## src/shared/field_cfg_params.svh

```systemverilog
// constants of the field flag, trim and filter configuration block
`ifndef FIELD_CFG_PARAMS_SVH
`define FIELD_CFG_PARAMS_SVH
`define ADDR_TRIM_AMOUNT 5'h02
`define ADDR_TRIM_ENABLE 5'h03
`define ADDR_THRESH_CFG 5'h06
`define ADDR_FILTER_CFG 5'h0e
`define ADDR_FLAG_STATUS 5'h1b
`define OPC_READ 3'h2
`define OPC_WRITE 3'h4
`define THRESH_CFG_RESET 8'h1d
`define FILTER_CFG_RESET 8'ha0
`define LOW_CODE_MSB 7
`define HIGH_CODE_MSB 4
`define THR_EN_BIT 0
`define FLAG_HIGH_BIT 7
`define FLAG_LOW_BIT 6
`define TICK_NS 1000
`define CLOCK_NS 5
`define TICK_CYCLES (`TICK_NS / `CLOCK_NS)
`define WINDOW_MAX_CODE 4'hc
`define TRIM_FULL 9'h100
`endif

```

## src/shared/field_cfg_pkg.sv

```systemverilog
// types of the field flag configuration block
package field_cfg_pkg;
  typedef enum logic [1:0] {
    ST_IDLE = 2'b00,
    ST_SHIFT = 2'b01,
    ST_DONE = 2'b10
  } spi_state_t;
endpackage

```

## src/rtl/field_comparator.sv

```systemverilog
// hysteretic field strength comparator for one flag
`include "field_cfg_params.svh"
module field_comparator
  import field_cfg_pkg::*;
(
  input wire logic clock,
  input wire logic rstn,
  input wire logic tick,
  input wire logic enable,
  input wire logic below,
  input wire logic [2:0] code,
  input wire logic [7:0] strength_mt,
  output logic flag
);
  typedef struct packed { logic flag; } cmp_state_t;
  cmp_state_t state_q, state_d;
  logic [7:0] rise_mt, fall_mt;
  // trip points in mT per code, rising and falling edge
  always_comb
  begin
    unique case (code)
      3'h0: rise_mt = 8'h1a;
      3'h1: rise_mt = 8'h29;
      3'h2: rise_mt = 8'h38;
      3'h3: rise_mt = 8'h46;
      3'h4: rise_mt = 8'h54;
      3'h5: rise_mt = 8'h62;
      3'h6: rise_mt = 8'h70;
      3'h7: rise_mt = 8'h7e;
    endcase
    fall_mt = rise_mt - 8'h06;
  end
  // low flag sets under falling point, high flag over rising point
  always_comb
  begin
    state_d = state_q;
    if (!enable)
      state_d.flag = 1'b0;
    else if (tick)
    begin
      if (below)
        state_d.flag = state_q.flag ? (strength_mt < rise_mt) : (strength_mt < fall_mt);
      else
        state_d.flag = state_q.flag ? (strength_mt >= fall_mt) : (strength_mt >= rise_mt);
    end
  end
  always_ff @(posedge clock)
  begin
    if (!rstn)
      state_q <= '0;
    else
      state_q <= state_d;
  end
  assign flag = state_q.flag;
endmodule

```

## src/rtl/angle_lowpass.sv

```systemverilog
// first-order low-pass on angle samples
`include "field_cfg_params.svh"
module angle_lowpass
  import field_cfg_pkg::*;
(
  input wire logic clock,
  input wire logic rstn,
  input wire logic tick,
  input wire logic [3:0] window_code,
  input wire logic [15:0] angle_in,
  output logic [15:0] angle_out
);
  typedef struct packed { logic [31:0] acc; } lp_state_t;
  lp_state_t state_q, state_d;
  logic [3:0] shift;
  logic signed [32:0] diff;
  // tau is 2^shift us with tick 1 us, so alpha is 2^-shift, shift being code capped at 12
  always_comb
  begin
    shift = (window_code > `WINDOW_MAX_CODE) ? `WINDOW_MAX_CODE : window_code;
    diff = $signed({1'b0, angle_in, 16'h0000}) - $signed({1'b0, state_q.acc});
    state_d = state_q;
    if (tick)
      state_d.acc = state_q.acc + 32'(diff >>> shift);
  end
  always_ff @(posedge clock)
  begin
    if (!rstn)
      state_q <= '0;
    else
      state_q <= state_d;
  end
  assign angle_out = state_q.acc[31:16];
endmodule

```

## src/rtl/field_flag_trim_filter_config.sv

```systemverilog
// field flag, bias trim and filter configuration with spi register access
`include "field_cfg_params.svh"
module field_flag_trim_filter_config
  import field_cfg_pkg::*;
(
  input wire logic clock,
  input wire logic rstn,
  input wire logic cs_n,
  input wire logic sclk,
  input wire logic mosi,
  output logic miso,
  input wire logic [7:0] field_strength_mt,
  input wire logic [15:0] x_signal,
  input wire logic [15:0] y_signal,
  input wire logic [15:0] angle_raw,
  output logic [15:0] x_trimmed,
  output logic [15:0] y_trimmed,
  output logic [15:0] angle_filtered,
  output logic low_field_flag,
  output logic high_field_flag
);
  typedef struct packed {
    spi_state_t st;
    logic sclk_prev;
    logic [4:0] bit_cnt;
    logic [15:0] rx;
    logic [15:0] tx;
    logic [7:0] resp;
    logic miso;
    logic [7:0] bias_trim_amount;
    logic x_axis_trim_enable;
    logic y_axis_trim_enable;
    logic [7:0] thresh_cfg;
    logic [3:0] filter_window_code;
    logic [7:0] tick_cnt;
    logic tick;
    logic [15:0] x_trimmed;
    logic [15:0] y_trimmed;
    logic [15:0] angle_filtered;
    logic low_field_flag;
    logic high_field_flag;
  } top_state_t;
  top_state_t state_q, state_d;
  logic low_raw, high_raw;
  logic [15:0] lp_out;
  logic [8:0] gain;
  logic [24:0] x_prod, y_prod;
  logic [7:0] flag_status;
  logic [7:0] read_data;
  logic [2:0] opcode;
  logic [4:0] addr;

  // low flag: enabled by threshold enable, low code
  field_comparator u_low
  (
    .clock(clock),
    .rstn(rstn),
    .tick(state_q.tick),
    .enable(state_q.thresh_cfg[`THR_EN_BIT]),
    .below(1'b1),
    .code(state_q.thresh_cfg[`LOW_CODE_MSB -: 3]),
    .strength_mt(field_strength_mt),
    .flag(low_raw)
  );

  // high flag uses the high code independently of the low one
  field_comparator u_high
  (
    .clock(clock),
    .rstn(rstn),
    .tick(state_q.tick),
    .enable(state_q.thresh_cfg[`THR_EN_BIT]),
    .below(1'b0),
    .code(state_q.thresh_cfg[`HIGH_CODE_MSB -: 3]),
    .strength_mt(field_strength_mt),
    .flag(high_raw)
  );

  // angle smoothing driven by window code
  angle_lowpass u_lp
  (
    .clock(clock),
    .rstn(rstn),
    .tick(state_q.tick),
    .window_code(state_q.filter_window_code),
    .angle_in(angle_raw),
    .angle_out(lp_out)
  );

  // status byte and register read mux
  always_comb
  begin
    flag_status = 8'h00;
    flag_status[`FLAG_HIGH_BIT] = state_q.high_field_flag;
    flag_status[`FLAG_LOW_BIT] = state_q.low_field_flag;
    opcode = state_q.rx[15:13];
    addr = state_q.rx[12:8];
    unique case (addr)
      `ADDR_TRIM_AMOUNT: read_data = state_q.bias_trim_amount;
      `ADDR_TRIM_ENABLE: read_data = {6'h00, state_q.y_axis_trim_enable, state_q.x_axis_trim_enable};
      `ADDR_THRESH_CFG: read_data = state_q.thresh_cfg;
      `ADDR_FILTER_CFG: read_data = {state_q.filter_window_code, 4'h0};
      `ADDR_FLAG_STATUS: read_data = flag_status;
      default: read_data = 8'h00;
    endcase
  end

  // trim gain: (256 - amount)/256 on selected axes only
  always_comb
  begin
    gain = `TRIM_FULL - {1'b0, state_q.bias_trim_amount};
    x_prod = {9'h000, x_signal} * (state_q.x_axis_trim_enable ? gain : `TRIM_FULL);
    y_prod = {9'h000, y_signal} * (state_q.y_axis_trim_enable ? gain : `TRIM_FULL);
  end

  // spi mode 0 slave, sample tick divider, registered outputs
  always_comb
  begin
    state_d = state_q;
    state_d.sclk_prev = sclk;
    state_d.tick = 1'b0;
    if (state_q.tick_cnt == 8'(`TICK_CYCLES - 1))
    begin
      state_d.tick_cnt = 8'h00;
      state_d.tick = 1'b1;
    end
    else
      state_d.tick_cnt = state_q.tick_cnt + 8'h01;
    if (cs_n)
    begin
      state_d.st = ST_IDLE;
      state_d.bit_cnt = 5'h00;
      state_d.miso = 1'b0;
    end
    else
    begin
      unique case (state_q.st)
        ST_IDLE:
        begin
          state_d.st = ST_SHIFT;
          state_d.tx = {state_q.resp, 8'h00};
          state_d.miso = state_q.resp[7];
        end
        ST_SHIFT:
        begin
          if (sclk && !state_q.sclk_prev)
          begin
            state_d.rx = {state_q.rx[14:0], mosi};
            state_d.bit_cnt = state_q.bit_cnt + 5'h01;
            if (state_q.bit_cnt == 5'h0f)
              state_d.st = ST_DONE;
          end
          else if (!sclk && state_q.sclk_prev)
          begin
            state_d.tx = {state_q.tx[14:0], 1'b0};
            state_d.miso = state_q.tx[14];
          end
        end
        ST_DONE:
        begin
          // act once per frame, then wait here until select rises
          if (state_q.bit_cnt == 5'h10)
          begin
            state_d.bit_cnt = 5'h00;
            if (opcode == `OPC_READ)
              state_d.resp = read_data;
            else if (opcode == `OPC_WRITE)
            begin
              // echo the written byte, refused addresses answer zero
              state_d.resp = state_q.rx[7:0];
              unique case (addr)
                `ADDR_TRIM_AMOUNT: state_d.bias_trim_amount = state_q.rx[7:0];
                `ADDR_TRIM_ENABLE:
                begin
                  state_d.x_axis_trim_enable = state_q.rx[0];
                  state_d.y_axis_trim_enable = state_q.rx[1];
                end
                `ADDR_THRESH_CFG: state_d.thresh_cfg = {state_q.rx[7:2], 1'b0, state_q.rx[0]};
                `ADDR_FILTER_CFG: state_d.filter_window_code = state_q.rx[7:4];
                default: state_d.resp = 8'h00;
              endcase
            end
            else
              state_d.resp = 8'h00;
          end
        end
        default: state_d.st = ST_IDLE;
      endcase
    end
    // registered copies of trim, filter and flag results
    state_d.x_trimmed = x_prod[23:8];
    state_d.y_trimmed = y_prod[23:8];
    state_d.angle_filtered = lp_out;
    state_d.low_field_flag = low_raw;
    state_d.high_field_flag = high_raw;
  end

  // state register; configuration fields come up at their defaults
  always_ff @(posedge clock)
  begin
    if (!rstn)
    begin
      state_q <= '0;
      state_q.thresh_cfg <= `THRESH_CFG_RESET;
      state_q.filter_window_code <= 4'(`FILTER_CFG_RESET >> 4);
    end
    else
      state_q <= state_d;
  end

  // outputs straight from the state register
  assign miso = state_q.miso;
  assign x_trimmed = state_q.x_trimmed;
  assign y_trimmed = state_q.y_trimmed;
  assign angle_filtered = state_q.angle_filtered;
  assign low_field_flag = state_q.low_field_flag;
  assign high_field_flag = state_q.high_field_flag;

  // checks
  property p_flags_off;
    @(posedge clock) disable iff (!rstn)
    !state_q.thresh_cfg[`THR_EN_BIT] |-> ##2 (!low_field_flag && !high_field_flag);
  endproperty
  a_flags_off: assert property (p_flags_off) else $error("flag set while disabled");
  property p_status_bits;
    @(posedge clock) disable iff (!rstn)
    flag_status[7:6] == {high_field_flag, low_field_flag} && flag_status[5:0] == 6'h00;
  endproperty
  a_status_bits: assert property (p_status_bits) else $error("status layout wrong");
  property p_pin_follows;
    @(posedge clock) disable iff (!rstn)
    ##1 low_field_flag == $past(low_raw);
  endproperty
  a_pin_follows: assert property (p_pin_follows) else $error("low pin lags");
  property p_high_follows;
    @(posedge clock) disable iff (!rstn)
    ##1 high_field_flag == $past(high_raw);
  endproperty
  a_high_follows: assert property (p_high_follows) else $error("high pin lags");
  // trim checks skip the edge of reset release, when outputs are still cleared
  property p_x_untrim;
    @(posedge clock) disable iff (!rstn)
    rstn && !state_q.x_axis_trim_enable |=> x_trimmed == $past(x_signal);
  endproperty
  a_x_untrim: assert property (p_x_untrim) else $error("x trimmed while off");
  property p_y_untrim;
    @(posedge clock) disable iff (!rstn)
    rstn && !state_q.y_axis_trim_enable |=> y_trimmed == $past(y_signal);
  endproperty
  a_y_untrim: assert property (p_y_untrim) else $error("y trimmed while off");
  property p_equal_trim;
    @(posedge clock) disable iff (!rstn)
    (state_q.x_axis_trim_enable && state_q.y_axis_trim_enable && x_signal == y_signal) |=> x_trimmed == y_trimmed;
  endproperty
  a_equal_trim: assert property (p_equal_trim) else $error("axes trimmed unequally");
  property p_zero_trim;
    @(posedge clock) disable iff (!rstn)
    rstn && state_q.bias_trim_amount == 8'h00 |=> x_trimmed == $past(x_signal);
  endproperty
  a_zero_trim: assert property (p_zero_trim) else $error("zero trim changed x");
  // spi frame, register write and read, and sample tick checks
  property p_miso_idle;
    @(posedge clock) disable iff (!rstn)
    cs_n |=> !miso;
  endproperty
  a_miso_idle: assert property (p_miso_idle) else $error("miso driven while deselected");
  property p_frame_abort;
    @(posedge clock) disable iff (!rstn)
    cs_n |=> state_q.st == ST_IDLE;
  endproperty
  a_frame_abort: assert property (p_frame_abort) else $error("frame kept after deselect");
  property p_thresh_write;
    @(posedge clock) disable iff (!rstn)
    (state_q.st == ST_DONE && state_q.bit_cnt == 5'h10 && !cs_n && opcode == `OPC_WRITE
      && addr == `ADDR_THRESH_CFG) |=> state_q.thresh_cfg == {$past(state_q.rx[7:2]), 1'b0, $past(state_q.rx[0])};
  endproperty
  a_thresh_write: assert property (p_thresh_write) else $error("threshold codes not kept");
  property p_enable_write;
    @(posedge clock) disable iff (!rstn)
    (state_q.st == ST_DONE && state_q.bit_cnt == 5'h10 && !cs_n && opcode == `OPC_WRITE
      && addr == `ADDR_TRIM_ENABLE) |=> {state_q.y_axis_trim_enable, state_q.x_axis_trim_enable} == $past(state_q.rx[1:0]);
  endproperty
  a_enable_write: assert property (p_enable_write) else $error("trim enables not kept");
  property p_read_resp;
    @(posedge clock) disable iff (!rstn)
    (state_q.st == ST_DONE && state_q.bit_cnt == 5'h10 && !cs_n && opcode == `OPC_READ
      && addr == `ADDR_FLAG_STATUS) |=> state_q.resp == {$past(high_field_flag), $past(low_field_flag), 6'h00};
  endproperty
  a_read_resp: assert property (p_read_resp) else $error("status read wrong");
  property p_tick_period;
    @(posedge clock) disable iff (!rstn)
    state_q.tick |=> !state_q.tick [*8];
  endproperty
  a_tick_period: assert property (p_tick_period) else $error("tick too fast");
  property p_tick_spacing;
    @(posedge clock) disable iff (!rstn)
    state_q.tick |-> ##200 state_q.tick;
  endproperty
  a_tick_spacing: assert property (p_tick_spacing) else $error("tick period wrong");
  // main scenarios
  c_clamp: cover property (@(posedge clock) state_q.filter_window_code > `WINDOW_MAX_CODE);
  c_read: cover property (@(posedge clock) state_q.st == ST_DONE && opcode == `OPC_READ);
  c_write: cover property (@(posedge clock) state_q.st == ST_DONE && opcode == `OPC_WRITE);
  c_high: cover property (@(posedge clock) high_field_flag);
  c_low: cover property (@(posedge clock) low_field_flag);
endmodule

```

## config.mk

```make
export PLATFORM = sky130hd
export DESIGN_NAME = field_flag_trim_filter_config
export DESIGN_NICKNAME = d
export VERILOG_FILES = /design/src/shared/field_cfg_pkg.sv /design/src/rtl/field_comparator.sv /design/src/rtl/angle_lowpass.sv /design/src/rtl/field_flag_trim_filter_config.sv
export VERILOG_INCLUDE_DIRS = /design/src /design/src/shared
export SDC_FILE = /design/constraint.sdc
export NUM_CORES = 1
export LEC_CHECK = 0
export BUFFER_PORTS_ARGS = -buffer_cell sky130_fd_sc_hd__buf_2
export CORE_ASPECT_RATIO = 0.8
export CORE_MARGIN = 8
export CORE_UTILIZATION = 60
export CTS_CLUSTER_DIAMETER = 120
export DETAILED_ROUTE_END_ITERATION = 10
export GPL_ROUTABILITY_DRIVEN = 0
export HOLD_SLACK_MARGIN = 0.1
export PLACE_DENSITY = 0.79
export RECOVER_POWER = 25
export SYNTH_ARGS = -nofsm -noshare
export SYNTH_HDL_FRONTEND = slang
export SYNTH_SLANG_ARGS = --single-unit
```

## constraint.sdc

```tcl
create_clock -name clock -period 6.9 [get_ports clock]
set_input_delay 0.69 -clock clock [delete_from_list [all_inputs] [get_ports clock]]
set_output_delay 0.69 -clock clock [all_outputs]
set_load 0.02 [all_outputs]
```

# --- Word-level counts from Yosys, hierarchy flattened ---
# Memories as Yosys holds them, arrays and structs flattened. A register that Yosys moved wholly into a read port is not among the register bits.
# Cells that the tools add are included.
op_classes:
  add_sub_neg: 7
  multipliers: 2
  magnitude_cmp: 5
  n_eq_ne: 17
  shifts: 1
  n_mux: 26
  bitwise_logic: 4
  reduce_logical: 21
ops:
  columns: ["operator", "n"]
  rows:
  - ["multiplier 16 x 9 -> 24 bit", 2]
  - ["case mux 8 bit (5 select lines)", 1]
  - [">>> shifter 33 x 4 -> 32 bit", 1]
  - ["subtractor 32 x 32 -> 33 bit", 1]
  - ["adder 32 bit", 1]
  - ["two-way mux 15 bit", 2]
  - ["case mux 15 bit (2 select lines)", 1]
  - ["two-way mux 8 bit", 3]
  - ["AND reduction 6 bit", 4]
  - ["two-way mux 21 bit", 1]
  - ["two-way mux 9 bit", 2]
  - ["greater-or-equal comparator 8 bit", 2]
  - ["< comparator 8 bit", 2]
  - ["subtractor 8 x 3 -> 8 bit, second input constant", 2]
  - ["AND reduction 3 bit", 5]
  - ["two-way mux 3 bit", 4]
  - ["== test 5 x 2 -> 1 bit, second input constant", 2]
  - ["== test 5 x 4 -> 1 bit, second input constant", 2]
  - ["== test 5 bit, second input constant", 2]
  - ["inequality test 2 bit, second input constant", 5]
  - ["case mux 5 bit (2 select lines)", 1]
  - ["subtractor 9 x 8 -> 9 bit, first input constant", 1]
  - ["adder 8 x 1 -> 8 bit, second input constant", 1]
  - ["== test 8 bit, second input constant", 1]
  - ["22 further kinds", 34]
word_totals:
  ff_bits: 162
  mem_bits_ro: 112
  output_inout_bits: 51
  wordCells: 107
  mem_count: 2
mem_list:
  columns: ["name", "depth", "width", "read_ports", "rd_clocked_by_memory_dff", "write_ports", "line_no", "rtl"]
  rows:
  - ["(no name shown)", 8, 7, 1, 1, 0, "field_comparator.sv:21", "unique case (code)"]
  - ["(no name shown)", 8, 7, 1, 1, 0, "field_comparator.sv:21", null]

# --- Logic depth before layout (Yosys ltp) ---
depth:
  ltp_word: 5
  ltp_mapped: 25
  ltp_nobuf: 24

# --- Cells and area by module ---
# Synthesis repeated with hierarchy kept, for this count alone.
unflattened:
  hier_cells: 2605
  hier_area_um2: 20971.4
by_module_without_submodules:
  columns: ["module", "instances", "cells_per_inst", "area_per_inst_um2", "seq_area_each_um2"]
  rows:
  - ["field_flag_trim_filter_config", 1, 1627, 13778.2, 2402.3]
  - ["angle_lowpass", 1, 805, 5818.1, 640.6]
  - ["field_comparator at u_low", 1, 93, 735.7, 20.0]
  - ["field_comparator at u_high", 1, 80, 639.4, 20.0]

# --- Worst setup path after synthesis ---
# Ideal clock, no wire load.
synth_path:
  path_type: "register -> register"
  from: "register state_q[73] (netlist bit)"
  to: "register state_q (netlist bit y_trimmed[14])"
  arrival_ps: 5760
  slack_ps: 1012
  stages_incl_launch_ff: 25
  path_cell_list: "dfxtp_1 inv_1 ha_1 nand2_1 or3_1 or3_1 nand2_1 clkbuf_1 and2_1 fa_1 fa_1 fa_1 inv_1 fa_1 inv_1 ha_1 o21a_1 o21a_1 o21a_1 o21a_1 o211ai_1 a21oi_1 o41ai_1 xor2_1 nor2_1"
synth_via:
  elab_chain_len: 3
synth_lines:
  columns: ["item", "line_no", "rtl"]
  rows:
  - ["start: declaration", "field_flag_trim_filter_config.sv:43", "top_state_t state_q, state_d;"]
  - ["start signal: assignment", "field_flag_trim_filter_config.sv:208", "state_q <= state_d;"]
  - ["subtractor 9 x 8 -> 9 bit (no source line)", null, null]
  - ["two-way mux 9 bit (no source line)", null, null]
  - ["multiplier 16 x 9 -> 24 bit", "field_flag_trim_filter_config.sv:113", "y_prod = {9'h000, y_signal} * (state_q.y_axis_trim_enable ? gain : `TRIM_FULL);"]
# Every way passes these cells.
# A chain may end at the register's enable or synchronous reset.

# --- Worst setup path after layout ---
# Same ends and word-level chain as after synthesis.

==> impl_metrics.csv <==
group,metric,value,unit
run_status,run_status,"finished, violations left",
run_status,violations,"capacitance limit, slew limit",
die,rows,60,
clock_network,h-tree-depth,4,
synthesis,synth_edf_count,0,
detailed_routing,drt_iter0_markers,1735,
timing,slew_violations,74,
timing,hold_viol_final,0,
timing,max_freq,152.6,MHz
global_route,overflow,0,
detailed_routing,vias,17750,
place,io_buffers,111,
timing,holdWs,0.4502,ns
worst_setup_path,critical-path-max-stage-delay,0.58,ns
power,power_density,112.2,nW/um^2
timing,setup_viol,0,
worst_setup_path,cp-startpoint,"state_q[73]",
synthesis,avgSynthCellArea,8.126,sq um
synthesis,synthArstFlopShare,0,%
die,core,33480,sq um
synthesis,syn_area,20340,sq um
global_route,grt_pass1_wl,86.53,mm
power,peakVddDrop,0.1567,mV
worst_setup_path,rr_worst_depth,22,
timing,slew_headroom,-11.98,%
worst_setup_path,crit_family,"adder cells",
timing,finalCriticalPeriod,6.555,ns
die,die-height,180.7,um
finish,syn_to_final_growth,4.854,%
clock_network,clk_pin_slew,0.07,ns
global_route,grt_pass1_vias,17420,
synthesis,yosysWarnings,0,
worst_setup_path,worst_ep_required_time,7.20,ns
detailed_routing,dr.pass1.iters,8,
synthesis,synth_cells,2503,
clock_network,cts_setup_buffers,0,
worst_setup_path,cp.depth,22,
synthesis,ys_seq_elements,168,
clock_network,cts.sinks,168,
power,power_leakage,10.61,nW
clock_network,cts_resized,0,
timing,setup-tns-final,0,ns
synthesis,seq_area_frac_synth,16.54,%
clock_network,cts_tree,"done",
finish,nets,2902,
worst_setup_path,arrival,6.85,ns
synthesis,synth.net_count,2927,
clock_network,clock_latency,0.45,ns
synthesis,synth_commonest_cells,"292 x inv_1, 279 x nand2_1, 195 x fa_1, 174 x nor2_1",
synthesis,synth_top_cell_area_share,19.19,%
clock_network,root_buffer,"clkbuf_16",
die,die_width,221.9,um
synthesis,ys_top_cells_by_area,"fa_1 19%, dfxtp_1 17%, ha_1 10%, inv_1 5.4%, nand2_1 5.1%",
die,ios,112,
clock_network,cts_max_path_buffers,2,
worst_setup_path,path_buf_inv,4,
worst_setup_path,r2r_end,"y_trimmed[14]",
worst_setup_path,cp-endpoint,"y_trimmed[14]",
die,start_util,60.75,%
synthesis,yosys.cell_count.top_type,"inv_1",
finish,layout-drive-gt1-share,7.908,%
global_route,grt_start_max_net_pins,82,
clock_network,hold_buffers,0,
worst_setup_path,path_class,"register to register",
run,cap_violations,2,
worst_setup_path,r2r_slack,0.35,ns
worst_setup_path,cp_cell_sequence,"inv_1, ha_1, xnor2_1, and2_1, nand2_1, fa_1, inv_1, fa_1, fa_1, inv_1, fa_1, inv_1, ha_1, o21a_1, o21a_1, o21a_1, o21a_1, o211ai_1, a21oi_1, o41ai_1, xor2_1, nor2_1",
min_path,hp-class,"register to register",
worst_setup_path,end_kind,"register",
worst_setup_path,crit_fanout,15,
place,place_hpwl,40.30,mm
detailed_routing,viasPerCell,6.068,
worst_setup_path,cp_slowest_cell,"and2_1",
global_route,antenna_found_initial,0,
detailed_routing,detail-route-antenna-nets,0,
timing,finClkSkew,0.01403,ns
synthesis,synth-main-ff-cell,"dfxtp_1",
timing,period_share,95.00,%
die,die_area,40080,sq um
worst_setup_path,start_kind,"register",
finish,antennaDiodeCount,0,
timing,tightest_slew,1.670,ns
detailed_routing,drc,0,
clock_network,cts_buffers,17,
finish,utilization,63.70,%
global_route,gr-usage-all-layers,25.73,%
detailed_routing,avgRoutedWirePerCell,17.90,um
synthesis,ys_types,100,
synthesis,synth_top_cell_by_area,"fa_1",
timing,rsz0062_at_grt,"false",
worst_setup_path,worst_r2r_startpoint,"state_q[73]",
detailed_routing,finalWirelength,52.36,mm
final cells by class:
cell class | count | area (sq um)
Clock buffer | 20 | 456.7
Clock inverter | 12 | 141.4
Fill cell | 2854 | 12160
Inverter | 296 | 1112
Multi-Input combinational cell | 1858 | 15000
Sequential cell | 168 | 3363
Tap cell | 434 | 543.0
Timing Repair Buffer | 137 | 708.2
registers in the layout (all words and copies together) (netlist names):
register and cells:
miso 1, x_trimmed 16, addr 5, opcode 3
high_field_flag 1, u_low.rise_mt 7, state_q 61, u_lp.state_q 32
u_high.flag 1, angle_filtered 16, u_high.rise_mt 7, y_trimmed 16
low_field_flag 1, u_low.flag 1
where the power goes:
| group | switching (mW) | internal [mW] |
|---|---|---|
| clock | 0.444 | 0.558 |
| sequential | 0.00735 | 0.984 |
| combinational | 0.253 | 0.148 |
| total | 0.704 | 1.69 |
routing by layer:
metal  global-route usage [%]  vias to the layer above  wire, um  part of all wire [%]
li1                         -                     8361         -                     -
met1                    35.81                     8458     23730                    45
met2                    38.68                      824     22520                    43
met3                    6.522                      106      4899                   9.4
met4                    8.261                        0      1213                   2.3
met5                        0                        -         0                     0
cell families after synthesis:
group | after synthesis | share of synthesized area [%]
buf+inv | 477 | 9.873
xor+xnor | 87 | 3.746
fa+ha+maj | 363 | 29.53
mux | 66 | 3.513
simple gates | 876 | 21.41
flops | 168 | 16.54
compound gates | 466 | 15.39
worst min-delay path by stage:
| stage | startpoint | end | slack (ns) | depth (start not counted) |
|---|---|---|---|---|
| 2_1_floorplan | state_q[51] | state_q[51] | 0.41 | 1 |
| 3_3_place_gp | state_q[51] | state_q[51] | 0.42 | 1 |
| 3_5_place_dp | state_q[51] | state_q[51] | 0.45 | 1 |
| 4_1_cts | state_q[51] | state_q[51] | 0.46 | 1 |
| 5_1_grt | sclk | state_q[127] | 0.48 | 2 |
| 6_report | state_q[51] | state_q[51] | 0.45 | 1 |
placed cells by master (no fill, tap or decap), drive strengths merged, types with 15 or more instances in the layout:
cell and instances:
a21o 39, nor2 174, a21oi 156, and2 53, and3 156, ha 168
a211oi 32, a22oi 16, nand3 53, dfxtp 168, xor2 35, nand2 280
clkbuf 54, fa 195, o21a 25, o21ai 61, nand2b 18, xnor2 52
nor4 15, mux2i 51, nor3 51, buf 103, inv 296
through the flow:
step	worst slack (ns)	power (mW)	instances	cell area, sq um
2_1_floorplan	1.012	1.298	2503	20340
3_3_place_gp	0.5122	1.395	2893	20770
3_5_place_dp	0.3173	1.405	2893	20770
4_1_cts	0.3142	2.398	2925	21370
5_1_grt	0.01775	2.484	2925	21330
6_report	0.3451	2.393	2925	21330
Power figures use the tool's default switching activity.
